### src/rtl/dtpb_defs.vh
// Register map, field positions and reset values for the dual timer block.
// Assumes an 8-bit register port and a single instruction clock.
`ifndef DTPB_DEFS_VH
`define DTPB_DEFS_VH

`define DTPB_AW 4
`define DTPB_DW 8
`define DTPB_ADDR_POWER_CTRL 4'h0
`define DTPB_ADDR_UP_MODE 4'h1
`define DTPB_ADDR_UP_COUNT 4'h2
`define DTPB_ADDR_IRQ_ENABLE 4'h3
`define DTPB_ADDR_IRQ_FLAG 4'h4
`define DTPB_ADDR_DN_CTRL_ONE 4'h5
`define DTPB_ADDR_DN_CTRL_TWO 4'h6
`define DTPB_ADDR_DN_COUNT 4'h7
`define DTPB_ADDR_PS1_VALUE 4'h8
`define DTPB_ADDR_PWM_DUTY 4'h9
`define DTPB_ADDR_BUZZ_CTRL 4'hA

`define DTPB_UP_EN_BIT 0
`define DTPB_GIE_BIT 7
`define DTPB_LOWCLK_BIT 7
`define DTPB_SRC_BIT 5
`define DTPB_EDGE_BIT 4
`define DTPB_PSA_BIT 3
`define DTPB_SECOND_PRESCALER_ENABLE_N_N_BIT 3
`define DTPB_RATIO_MSB 2
`define DTPB_UP_IRQ_BIT 0
`define DTPB_DN_IRQ_BIT 3
`define DTPB_DN_EN_BIT 0
`define DTPB_RELOAD_BIT 1
`define DTPB_ONESHOT_BIT 2
`define DTPB_PWM_AL_BIT 6
`define DTPB_PWM_OE_BIT 7
`define DTPB_BUZZ_EN_BIT 7
`define DTPB_BUZZ_SRC_BIT 3

`define DTPB_RST_POWER_CTRL 8'h00
`define DTPB_RST_UP_MODE 8'h08
`define DTPB_RST_BYTE 8'h00
`define DTPB_ALL_ONES 8'hFF
`define DTPB_ZERO 8'h00

`endif

### src/rtl/dtpb_top.v
// Dual timer block: 8-bit up timer with shared prescaler, 8-bit reloadable
// down timer with its own prescaler, PWM and buzzer on one shared pin.
// Assumes clk is the instruction clock; pin and low RC inputs are asynchronous.
`timescale 1ns/1ps
`include "dtpb_defs.vh"

//////////////////////////////////////////////////////////////////////////////
// Operation
// - Up timer is 8-bit incrementing counter, counts only while its enable is set
// - Writing up timer loads new start value; reading returns present count
// - Up timer clock: instruction clock, external pin, or low RC clock
// - Edge select picks falling or rising edges of pin or low RC clock
// - Shared prescaler divides up timer when assigned; writing assign 0 clears it
// - Shared prescaler ratio is 3-bit field from 1:2 to 1:256
// - Selected clock synchronised by default; async option bypasses alignment stage
// - Up timer overflow sets flag bit 0; cleared only by writing 0
// - Down timer write loads reload and counter; read returns present count
// - Down timer counts while enabled; source bit picks pin or instruction clock
// - Down timer edge bit picks falling or rising pin edges
// - Second prescaler enabled by active-low bit; ratio field; value readable
// - One-shot mode counts down once to zero then stops after underflow
// - Continuous mode reloads start value or wraps to 0xFF after underflow
// - Down timer underflow sets flag bit 3; cleared only by writing 0
// - PWM enable with pin configured for PWM drives shared pin as output
// - PWM polarity bit selects active-low when set, active-high when clear
// - Duty gives active ticks per frame; zero never active; frame from start value
// - Buzzer enable with pin configured for buzzer drives shared pin as output unless PWM is driving it
// - Buzzer source is prescaler or timer output; ratio from 1:2 to 1:256
// - Shared pin is external clock input for either timer when selected
// - Global enable gates both interrupt requests; set and cleared by instructions
module dtpb_top (
    input wire clk,
    input wire rstn,
    input wire [`DTPB_AW-1:0] addr,
    input wire [`DTPB_DW-1:0] wdata,
    input wire wr,
    input wire rd,
    output reg [`DTPB_DW-1:0] rdata,
    input wire gie_set,
    input wire gie_clear,
    input wire cfg_async,
    input wire cfg_pin_pwm,
    input wire cfg_pin_buzzer,
    input wire shared_output_pin_in,
    input wire low_rc_clock,
    output reg shared_output_pin_out,
    output reg shared_output_pin_oe,
    output reg irq_request
);

    // Ratio 1:2^(sel+1): prescaler fires when its low sel+1 bits are all ones
    function [7:0] dtpb_ratio_mask;
        input [2:0] sel;
        begin
            dtpb_ratio_mask = (8'h02 << sel) - 8'h01;
        end
    endfunction

    //////////////////////////////////////////////////////////////////////////
    // Registers seen by software

    reg [7:0] power_control_one;
    reg [7:0] up_timer_mode_reg;
    reg [7:0] up_count;
    reg [7:0] interrupt_enable_reg;
    reg [1:0] irq_flags;
    reg [7:0] down_timer_control_one;
    reg [7:0] down_timer_control_two;
    reg [7:0] down_timer_reload_reg;
    reg [7:0] down_count;
    reg [7:0] pwm_duty_reg;
    reg [7:0] buzzer_control_reg;
    reg [7:0] ps0_count;
    reg [7:0] ps1_count;
    reg [7:0] buzz_count;
    reg down_stopped;

    wire up_timer_enable = power_control_one[`DTPB_UP_EN_BIT];
    wire global_irq_enable = power_control_one[`DTPB_GIE_BIT];
    wire up_timer_low_clock_select = up_timer_mode_reg[`DTPB_LOWCLK_BIT];
    wire up_timer_source_select = up_timer_mode_reg[`DTPB_SRC_BIT];
    wire up_timer_edge_select = up_timer_mode_reg[`DTPB_EDGE_BIT];
    wire prescaler_assign = up_timer_mode_reg[`DTPB_PSA_BIT];
    wire [2:0] shared_prescaler_ratio = up_timer_mode_reg[`DTPB_RATIO_MSB:0];
    wire down_timer_enable = down_timer_control_one[`DTPB_DN_EN_BIT];
    wire reload_select = down_timer_control_one[`DTPB_RELOAD_BIT];
    wire one_shot_select = down_timer_control_one[`DTPB_ONESHOT_BIT];
    wire pwm_active_low = down_timer_control_one[`DTPB_PWM_AL_BIT];
    wire pwm_output_enable = down_timer_control_one[`DTPB_PWM_OE_BIT];
    wire down_timer_source_select = down_timer_control_two[`DTPB_SRC_BIT];
    wire down_timer_edge_select = down_timer_control_two[`DTPB_EDGE_BIT];
    wire second_prescaler_enable_n = down_timer_control_two[`DTPB_SECOND_PRESCALER_ENABLE_N_N_BIT];
    wire [2:0] second_prescaler_ratio = down_timer_control_two[`DTPB_RATIO_MSB:0];
    wire buzzer_enable = buzzer_control_reg[`DTPB_BUZZ_EN_BIT];
    wire buzzer_source = buzzer_control_reg[`DTPB_BUZZ_SRC_BIT];
    wire [2:0] buzzer_ratio = buzzer_control_reg[`DTPB_RATIO_MSB:0];

    wire wr_power = wr && (addr == `DTPB_ADDR_POWER_CTRL);
    wire wr_up_mode = wr && (addr == `DTPB_ADDR_UP_MODE);
    wire wr_up_count = wr && (addr == `DTPB_ADDR_UP_COUNT);
    wire wr_irq_en = wr && (addr == `DTPB_ADDR_IRQ_ENABLE);
    wire wr_irq_flag = wr && (addr == `DTPB_ADDR_IRQ_FLAG);
    wire wr_dn_one = wr && (addr == `DTPB_ADDR_DN_CTRL_ONE);
    wire wr_dn_two = wr && (addr == `DTPB_ADDR_DN_CTRL_TWO);
    wire wr_dn_count = wr && (addr == `DTPB_ADDR_DN_COUNT);
    wire wr_duty = wr && (addr == `DTPB_ADDR_PWM_DUTY);
    wire wr_buzz = wr && (addr == `DTPB_ADDR_BUZZ_CTRL);

    //////////////////////////////////////////////////////////////////////////
    // Input synchronisers and edge detection

    reg pin_meta;
    reg pin_sync;
    reg pin_prev;
    reg lrc_meta;
    reg lrc_sync;
    reg lrc_prev;
    reg up_edge_aligned;

    always @(posedge clk) begin
        if (!rstn) begin
            pin_meta <= 1'b0;
            pin_sync <= 1'b0;
            pin_prev <= 1'b0;
            lrc_meta <= 1'b0;
            lrc_sync <= 1'b0;
            lrc_prev <= 1'b0;
        end else begin
            pin_meta <= shared_output_pin_in;
            pin_sync <= pin_meta;
            pin_prev <= pin_sync;
            lrc_meta <= low_rc_clock;
            lrc_sync <= lrc_meta;
            lrc_prev <= lrc_sync;
        end
    end

    wire pin_rise = pin_sync && !pin_prev;
    wire pin_fall = !pin_sync && pin_prev;
    wire lrc_rise = lrc_sync && !lrc_prev;
    wire lrc_fall = !lrc_sync && lrc_prev;

    // Up timer source and edge choice
    wire up_ext_edge = up_timer_low_clock_select ?
        (up_timer_edge_select ? lrc_fall : lrc_rise) :
        (up_timer_edge_select ? pin_fall : pin_rise);

    // Default mode adds one alignment stage; async mode trades it for latency
    always @(posedge clk) begin
        if (!rstn) begin
            up_edge_aligned <= 1'b0;
        end else begin
            up_edge_aligned <= up_ext_edge;
        end
    end

    wire up_ext_tick = cfg_async ? up_ext_edge : up_edge_aligned;
    wire up_src_tick = up_timer_source_select ? up_ext_tick : 1'b1;

    wire dn_src_tick = down_timer_source_select ?
        (down_timer_edge_select ? pin_fall : pin_rise) : 1'b1;

    //////////////////////////////////////////////////////////////////////////
    // Prescalers

    wire [7:0] ps0_mask = dtpb_ratio_mask(shared_prescaler_ratio);
    wire [7:0] ps1_mask = dtpb_ratio_mask(second_prescaler_ratio);
    wire ps0_active = up_timer_enable && !prescaler_assign;
    wire ps0_out = up_src_tick && ((ps0_count & ps0_mask) == ps0_mask);
    wire ps1_active = down_timer_enable && !down_stopped;
    wire ps1_out = dn_src_tick && ((ps1_count & ps1_mask) == ps1_mask);

    always @(posedge clk) begin
        if (!rstn) begin
            ps0_count <= `DTPB_ZERO;
        end else if (wr_up_mode && !wdata[`DTPB_PSA_BIT]) begin
            ps0_count <= `DTPB_ZERO;
        end else if (ps0_active && up_src_tick) begin
            ps0_count <= ps0_out ? `DTPB_ZERO : ps0_count + 8'h01;
        end
    end

    always @(posedge clk) begin
        if (!rstn) begin
            ps1_count <= `DTPB_ZERO;
        end else if (ps1_active && dn_src_tick) begin
            ps1_count <= ps1_out ? `DTPB_ZERO : ps1_count + 8'h01;
        end
    end

    wire up_tick = up_timer_enable &&
        (prescaler_assign ? up_src_tick : ps0_out);
    wire dn_tick = ps1_active &&
        (second_prescaler_enable_n ? dn_src_tick : ps1_out);

    //////////////////////////////////////////////////////////////////////////
    // Up timer

    wire up_overflow = up_tick && (up_count == `DTPB_ALL_ONES) && !wr_up_count;

    always @(posedge clk) begin
        if (!rstn) begin
            up_count <= `DTPB_RST_BYTE;
        end else if (wr_up_count) begin
            up_count <= wdata;
        end else if (up_tick) begin
            up_count <= up_count + 8'h01;
        end
    end

    //////////////////////////////////////////////////////////////////////////
    // Down timer

    wire dn_underflow = dn_tick && (down_count == `DTPB_ZERO) && !wr_dn_count;

    always @(posedge clk) begin
        if (!rstn) begin
            down_count <= `DTPB_RST_BYTE;
            down_timer_reload_reg <= `DTPB_RST_BYTE;
            down_stopped <= 1'b0;
        end else if (wr_dn_count) begin
            down_count <= wdata;
            down_timer_reload_reg <= wdata;
            down_stopped <= 1'b0;
        end else begin
            if (wr_dn_one && wdata[`DTPB_DN_EN_BIT] && !down_timer_enable) begin
                down_stopped <= 1'b0;
            end
            if (dn_underflow) begin
                if (one_shot_select) begin
                    down_stopped <= 1'b1;
                end else if (reload_select) begin
                    down_count <= down_timer_reload_reg;
                end else begin
                    down_count <= `DTPB_ALL_ONES;
                end
            end else if (dn_tick) begin
                down_count <= down_count - 8'h01;
            end
        end
    end

    //////////////////////////////////////////////////////////////////////////
    // Buzzer divider: bit n of a pulse counter toggles every 2^n pulses

    wire buzz_pulse = buzzer_source ? dn_underflow : (ps1_active && ps1_out);

    always @(posedge clk) begin
        if (!rstn) begin
            buzz_count <= `DTPB_ZERO;
        end else if (!buzzer_enable) begin
            buzz_count <= `DTPB_ZERO;
        end else if (buzz_pulse) begin
            buzz_count <= buzz_count + 8'h01;
        end
    end

    wire buzz_level = buzz_count[buzzer_ratio];

    // Count below duty: duty ticks of each frame of start value plus one
    wire pwm_level = (down_count < pwm_duty_reg) ^ pwm_active_low;

    //////////////////////////////////////////////////////////////////////////
    // Control registers and flags

    always @(posedge clk) begin
        if (!rstn) begin
            power_control_one <= `DTPB_RST_POWER_CTRL;
            up_timer_mode_reg <= `DTPB_RST_UP_MODE;
            interrupt_enable_reg <= `DTPB_RST_BYTE;
            down_timer_control_one <= `DTPB_RST_BYTE;
            down_timer_control_two <= `DTPB_RST_BYTE;
            pwm_duty_reg <= `DTPB_RST_BYTE;
            buzzer_control_reg <= `DTPB_RST_BYTE;
        end else begin
            if (wr_power) begin
                power_control_one <= wdata;
            end else if (gie_set) begin
                power_control_one[`DTPB_GIE_BIT] <= 1'b1;
            end else if (gie_clear) begin
                power_control_one[`DTPB_GIE_BIT] <= 1'b0;
            end
            if (wr_up_mode) begin
                up_timer_mode_reg <= wdata;
            end
            if (wr_irq_en) begin
                interrupt_enable_reg <= wdata;
            end
            if (wr_dn_one) begin
                down_timer_control_one <= wdata;
            end
            if (wr_dn_two) begin
                down_timer_control_two <= wdata;
            end
            if (wr_duty) begin
                pwm_duty_reg <= wdata;
            end
            if (wr_buzz) begin
                buzzer_control_reg <= wdata;
            end
        end
    end

    // A hardware set in the clearing cycle wins over the software clear
    always @(posedge clk) begin
        if (!rstn) begin
            irq_flags <= 2'b00;
        end else begin
            irq_flags[0] <= up_overflow ||
                (irq_flags[0] && !(wr_irq_flag && !wdata[`DTPB_UP_IRQ_BIT]));
            irq_flags[1] <= dn_underflow ||
                (irq_flags[1] && !(wr_irq_flag && !wdata[`DTPB_DN_IRQ_BIT]));
        end
    end

    //////////////////////////////////////////////////////////////////////////
    // Outputs and read port

    always @(posedge clk) begin
        if (!rstn) begin
            irq_request <= 1'b0;
            shared_output_pin_out <= 1'b0;
            shared_output_pin_oe <= 1'b0;
        end else begin
            irq_request <= global_irq_enable &&
                ((irq_flags[0] && interrupt_enable_reg[`DTPB_UP_IRQ_BIT]) ||
                 (irq_flags[1] && interrupt_enable_reg[`DTPB_DN_IRQ_BIT]));
            if (pwm_output_enable && cfg_pin_pwm) begin
                shared_output_pin_out <= pwm_level;
                shared_output_pin_oe <= 1'b1;
            end else if (buzzer_enable && cfg_pin_buzzer) begin
                shared_output_pin_out <= buzz_level;
                shared_output_pin_oe <= 1'b1;
            end else begin
                shared_output_pin_out <= 1'b0;
                shared_output_pin_oe <= 1'b0;
            end
        end
    end

    always @(posedge clk) begin
        if (!rstn) begin
            rdata <= `DTPB_ZERO;
        end else if (rd) begin
            case (addr)
                `DTPB_ADDR_POWER_CTRL: rdata <= power_control_one;
                `DTPB_ADDR_UP_MODE: rdata <= up_timer_mode_reg;
                `DTPB_ADDR_UP_COUNT: rdata <= up_count;
                `DTPB_ADDR_IRQ_ENABLE: rdata <= interrupt_enable_reg;
                `DTPB_ADDR_IRQ_FLAG: rdata <= {4'h0, irq_flags[1], 2'b00, irq_flags[0]};
                `DTPB_ADDR_DN_CTRL_ONE: rdata <= down_timer_control_one;
                `DTPB_ADDR_DN_CTRL_TWO: rdata <= down_timer_control_two;
                `DTPB_ADDR_DN_COUNT: rdata <= down_count;
                `DTPB_ADDR_PS1_VALUE: rdata <= ps1_count;
                `DTPB_ADDR_PWM_DUTY: rdata <= pwm_duty_reg;
                `DTPB_ADDR_BUZZ_CTRL: rdata <= buzzer_control_reg;
                default: rdata <= `DTPB_ZERO;
            endcase
        end else begin
            rdata <= `DTPB_ZERO;
        end
    end

endmodule

### config.mk
export PLATFORM = sky130hd
export DESIGN_NAME = dtpb_top
export DESIGN_NICKNAME = d
export VERILOG_FILES = /design/src/rtl/dtpb_top.v
export VERILOG_INCLUDE_DIRS = /design/src /design/src/rtl
export SDC_FILE = /design/constraint.sdc
export NUM_CORES = 1
export LEC_CHECK = 0
export ABC_CLOCK_PERIOD_IN_PS = 3400
export BUFFER_PORTS_ARGS = -buffer_cell sky130_fd_sc_hd__clkbuf_2
export CAP_MARGIN = 10
export CORE_MARGIN = 1
export CORE_UTILIZATION = 61
export CTS_BUF_LIST = sky130_fd_sc_hd__clkbuf_8 sky130_fd_sc_hd__clkbuf_16
export CTS_CLUSTER_SIZE = 12
export DETAILED_ROUTE_END_ITERATION = 10
export PLACE_DENSITY_LB_ADDON = 0.25
export SYNTH_ARGS = -nofsm -noshare
export SYNTH_HDL_FRONTEND = slang
export SYNTH_SLANG_ARGS = --single-unit
### constraint.sdc
create_clock -name clk -period 3.4 [get_ports clk]
set_clock_uncertainty 0.1 [all_clocks]
set_input_delay 0.17 -clock clk [delete_from_list [all_inputs] [get_ports clk]]
set_output_delay 0.17 -clock clk [all_outputs]
set_load 0.02 [all_outputs]
======== Yosys cells after proc, flatten, opt, wreduce, memory -nomap -nowiden ========
Index checks and enable logic that the tools add are counted.
storage, ports and cells
  input bits .............................. 23
  word-level logic and storage cells ...... 153
  register bits ........................... 125
  output and inout bits ................... 11
cells by class
  $add $sub $neg .......................... 7
  bitwise logic cells ..................... 4
  equal/unequal tests ..................... 14
  shift-type cells ........................ 2
  magnitude comparators ................... 2
  reduce and logical (&&, ||, !) cells .... 65
  multiplexer cells ....................... 32
operators by type and width
  kind                 count
  $pmux 8 s11          1
  $mux 8               9
  $logic_and 1x1->1    39
  $add 8x1->8 const B  4
  $sub 8x1->8 const B  3
  $mux 1               21
  $and 8x8->8          2
  $eq 4x3->1 const B   4
  $eq 8x8->1           2
  $shl 2x3->8 const A  2
  $logic_not 1->1      13
  $eq 4x4->1 const B   3
  $eq 4x2->1 const B   2
  $eq 8x8->1 const B   1
  $logic_not 8->1      1
  $lt 8x8->1           1
  $reduce_and 2->1     3
  $reduce_bool 3->1    2
  $eq 4x1->1 const B   1
  $logic_not 4->1      1
  $lt 3x4->1 const B   1
  $reduce_or 2->1      2
  $bmux 1 s3           1
  $logic_or 1x1->1     3
  4 further kinds      4

======== Depth between registers and ports, before layout ========
  depth in word-level cells ............... 12
  gate-level depth with buffers ........... 11
  gate-level depth less buffers ........... 9

======== Worst setup path before layout ========
OpenSTA, ideal clock, no wires.
  kind .................................... register -> register
  start ................................... register up_timer_mode_reg[1]
  end ..................................... register up_count[6]
  cell stages (with the launch flop) ...... 11
  required time ........................... 3.226 ns
  library setup time ...................... 0.074 ns
  arrival ................................. 2.369 ns
  path buffers ............................ 2
  setup slack ............................. 0.857 ns
  period minus slack after synthesis ...... 2.543 ns
  cells stage by stage .................... dfxtp_1 clkbuf_1 or3_1 ha_1 o21ai_0 a31o_2 a21oi_1 o211ai_2 buf_6 or4_1 a31oi_1
on the way
  word-level cells in the longest chain between the ends .. 8
ends and longest elaborated chain
  element                          line            source
  start: declaration               dtpb_top.v:63   reg [7:0] up_timer_mode_reg;
  start signal: assignment         dtpb_top.v:269  up_timer_mode_reg <= `DTPB_RST_UP_MODE;
  start signal: assignment         dtpb_top.v:284  up_timer_mode_reg <= wdata;
  $shl 2x3->8 (*)                  dtpb_top.v:55   dtpb_ratio_mask = (8'h02 << sel) - 8'h01;
  $sub 8x1->8 (*)                  dtpb_top.v:55
  $and 8x8->8                      dtpb_top.v:169  wire ps0_out = up_src_tick && ((ps0_count & ps0_mask) == ps0_mask);
  $eq 8x8->1 (*)                   dtpb_top.v:169
  $logic_and 1x1->1 (*)            dtpb_top.v:169
  $mux 1 (*)                       dtpb_top.v:192  (prescaler_assign ? up_src_tick : ps0_out);
  $logic_and 1x1->1 (*)            dtpb_top.v:191  wire up_tick = up_timer_enable &&
  $reduce_bool 2->1 (no line) (*)  -
  end signal: assignment           dtpb_top.v:203  up_count <= `DTPB_RST_BYTE;
  end signal: assignment           dtpb_top.v:205  up_count <= wdata;
  end signal: assignment           dtpb_top.v:207  up_count <= up_count + 8'h01;
  end: declaration                 dtpb_top.v:64   reg [7:0] up_count;
Every way passes the cells marked *; elsewhere a longest branch is shown, timed or not.
A chain may end at the register's enable or synchronous reset.

======== Worst setup path after layout ========
  start ................................... register up_timer_mode_reg[0]
  end ..................................... register up_count[7]
The elaborated chain is that of the path after synthesis.

==> impl_metrics.csv <==
group,metric,value,unit
clock_tree,cts_resized,0,
setup_path,cp-end-kind,"flip-flop",
synth,yosys-top-cells-area,"dfxtp_1, mux2i_1, nor2_1",
die,num_io_pins,34,
setup_path,arrival,3.18,ns
pwr,power_density,482,nW/µm²
worst_hold_path,hold_path_class,"in2reg",
worst_hold_path,whs_path_depth,2,
run_status,outcome,"complete, no violations",
synth,yosys.area_share.simple,19.5,%
final_layout,final_nets,804,
global_route,antenna_found_initial,0,
timing,finalSetupViolations,0,
synth,yosysMostFrequentCell,"dfxtp_1",
pwr,p_total,3.55,mW
timing,period_share,82.8,%
die,rows,36,
detailed_routing,vias,5851,
clock_tree,clockRootBuffer,"clkbuf_8",
placement,dp_hpwl,12.7,mm
final_layout,layout-drive-gt1-share,12.3,%
global_route,grt_pass1_wl,29.2,mm
worst_hold_path,hp-start,"rstn",
die,coreArea,9950,µm²
synth,synth-compound-area-share,19.5,%
die,die_x,104,µm
synth,synth-edff-count,0,
synth,netlist_instances,734,
synth,syn_avg_cell_area,8.67,µm²
synth,synthFlopType,"dfxtp_1",
pwr,leakage,2.69,nW
final_layout,syn_to_final_growth,15.4,%
clock_tree,cts.sinks,125,
synth,synth.area.mux_share,12.2,%
die,die_area,10900,µm²
global_route,grt_util_all_layers,35.0,%
setup_path,start_kind,"flip-flop",
synth,synthXorXnorAreaFrac,2.61,%
timing,min_period,2.82,ns
run,cap_violations,0,
clock_tree,cts_buffer_depth,2,
detailed_routing,routedWlPerCell,20.4,µm
die,die_h,104,µm
detailed_routing,viasPerCell,6.42,
final_layout,fillers,762,
synth,synth_adder_area_share,2.55,%
synth,seq_area_frac_synth,39.3,%
placement,portBuffers,33,
synth,synthArstFlopShare,0,%
timing,tightestPinTransition,0.758,ns
die,initial_utilization,64.0,%
synth,ys_ff_latch,125,
clock_tree,clk_pin_slew,0.06,ns
timing,fmax,355,MHz
pwr,max-vdd-ir-drop,402,µV
global_route,grt_start_max_net_pins,45,
synth,post-synth-top-area-fraction,39.3,%
synth,synth_nets,770,
timing,finalWorstSetupSlack,0.584,ns
synth,synth_warnings,0,
timing,max_slew_margin,49.4,%
clock_tree,numCtsBuffers,17,
final_layout,n_antenna_cell,0,
setup_path,r2r-end,"up_count[7]$_SDFFE_PN0P_",
synth,synth_top_family_by_area,"compound AO/OA/AOI/OAI gates",
setup_path,crit_type,"reg2reg",
detailed_routing,dr.pass1.iters,5,
detailed_routing,drt_first_iter_violations,607,
timing,slew_violations,0,
setup_path,rr_startpoint,"up_timer_mode_reg[0]$_SDFFE_PN0P_",
detailed_routing,drc,0,
setup_path,crit_fanout,15,
worst_hold_path,whs_endpoint,"up_timer_mode_reg[3]$_SDFFE_PN1P_",
global_route,grt_overflow,0,
timing,finalSetupTns,0,ns
synth,yosysTopAreaCell,"dfxtp_1",
detailed_routing,wl,18.6,mm
detailed_routing,ant_nets,0,
timing,hold_viol,0,
clock_tree,htree_levels,4,
placement,gp_congestion,0.954,
setup_path,reg2regPathDepth,8,
clock_tree,cts_tree,"yes",
synth,synth_common_cells,"dfxtp_1, nor2_1, mux2i_1",
setup_path,worstPathRequired,3.76,ns
setup_path,rrSetupSlack,0.58,ns
timing,rsz0062_at_grt,"no",
synth,syn_area,6370,µm²
placement,preCtsSetupSlack,0.653,ns
synth,ys_types,67,
global_route,first_global_vias,5531,
clock_tree,clock_latency,0.54,ns
-- cells in the final DEF, fill, tap and decap left out, types with 15 or more instances in the layout --
cell type and instances:
a31oi_1 15, clkbuf_2 33, inv_1 25, nor2_1 92, nand3_1 15, nand2_1 58
clkbuf_16 16, o21ai_0 32, nor2b_1 16, mux2i_1 62, a21oi_1 43, dfxtp_1 125
-- kinds of logic (layout without fill, tap and decap cells) --
| group | count (synthesis) | count (layout) |
|---|---|---|
| AO/OA/AOI/OAI | 180 | 180 |
| XOR/XNOR | 19 | 19 |
| flip-flops | 125 | 125 |
| multiplexers | 71 | 71 |
| AND/OR/NAND/NOR | 256 | 256 |
| adder cells (fa/ha/maj) | 13 | 13 |
| buffers and inverters | 70 | 114 |
-- routing by layer --
layer  track usage, %  vias up  part of all wire, %
li1                 -     2737                    -
met2             55.5      287                   47
met3             9.52       49                  8.8
met5                0        -                    0
met1             44.0     2778                   41
met4             16.7        0                  3.8
-- worst max-delay path: stages (launching register included) --
cell,delay (ns)
dfxtp_1,0.40
or3_1,0.42
ha_1,0.28
o21ai_0,0.06
a31o_2,0.22
a21oi_1,0.20
o211ai_2,0.30
or4_1,0.58
a31oi_1,0.17
-- how the worst max path moves through the flow --
stage | startpoint | endpoint | slack (ns) | cells past startpoint
floorplan | up_timer_mode_reg[1]$_SDFFE_PN0P_ | up_count[6]$_SDFFE_PN0P_ | 0.86 | 10
global placement | up_timer_mode_reg[1]$_SDFFE_PN0P_ | up_count[7]$_SDFFE_PN0P_ | 0.68 | 8
detailed placement | up_timer_mode_reg[1]$_SDFFE_PN0P_ | up_count[7]$_SDFFE_PN0P_ | 0.65 | 8
CTS | up_timer_mode_reg[0]$_SDFFE_PN0P_ | up_count[7]$_SDFFE_PN0P_ | 0.61 | 8
global route | up_timer_mode_reg[1]$_SDFFE_PN0P_ | up_count[7]$_SDFFE_PN0P_ | 0.39 | 9
finish | up_timer_mode_reg[0]$_SDFFE_PN0P_ | up_count[7]$_SDFFE_PN0P_ | 0.58 | 8
-- cell type report --
cell class              count  area (µm²)  area share, %
clock inverters             8         116           1.58
well taps                 133         166           2.26
inverters                  25        93.8           1.28
multi-input cells         539        3590           48.8
repair buffers             60         413           5.62
clock buffers              21         469           6.38
flip-flops and latches    125        2500           34.0
-- stage by stage --
| step | cell area [µm²] | hold slack [ns] | cells | utilization [%] |
|---|---|---|---|---|
| 6_report | 7350 | 0.0167 | 911 | 73.8 |
| 5_1_grt | 7350 | 0.0124 | 911 | 73.8 |
| 4_1_cts | 7350 | 0.00862 | 911 | 73.8 |
| 3_5_place_dp | 6640 | 0.280 | 869 | 66.7 |
| 3_3_place_gp | 6640 | 0.281 | 869 | 66.7 |
| 2_1_floorplan | 6370 | 0.197 | 734 | - |
-- where the power goes --
part	switching [mW]	leakage, nW	internal [mW]
clock network	0.627	0.293	1.17
logic	0.149	1.39	0.0875
registers	0.0226	1.01	1.49
-- timing repair --
item	CTS	global route
hold buffers	13	0
endpoints found under the hold margin	16	0
setup buffers	0	0
No activity file was read; power rests on OpenSTA's default activity.
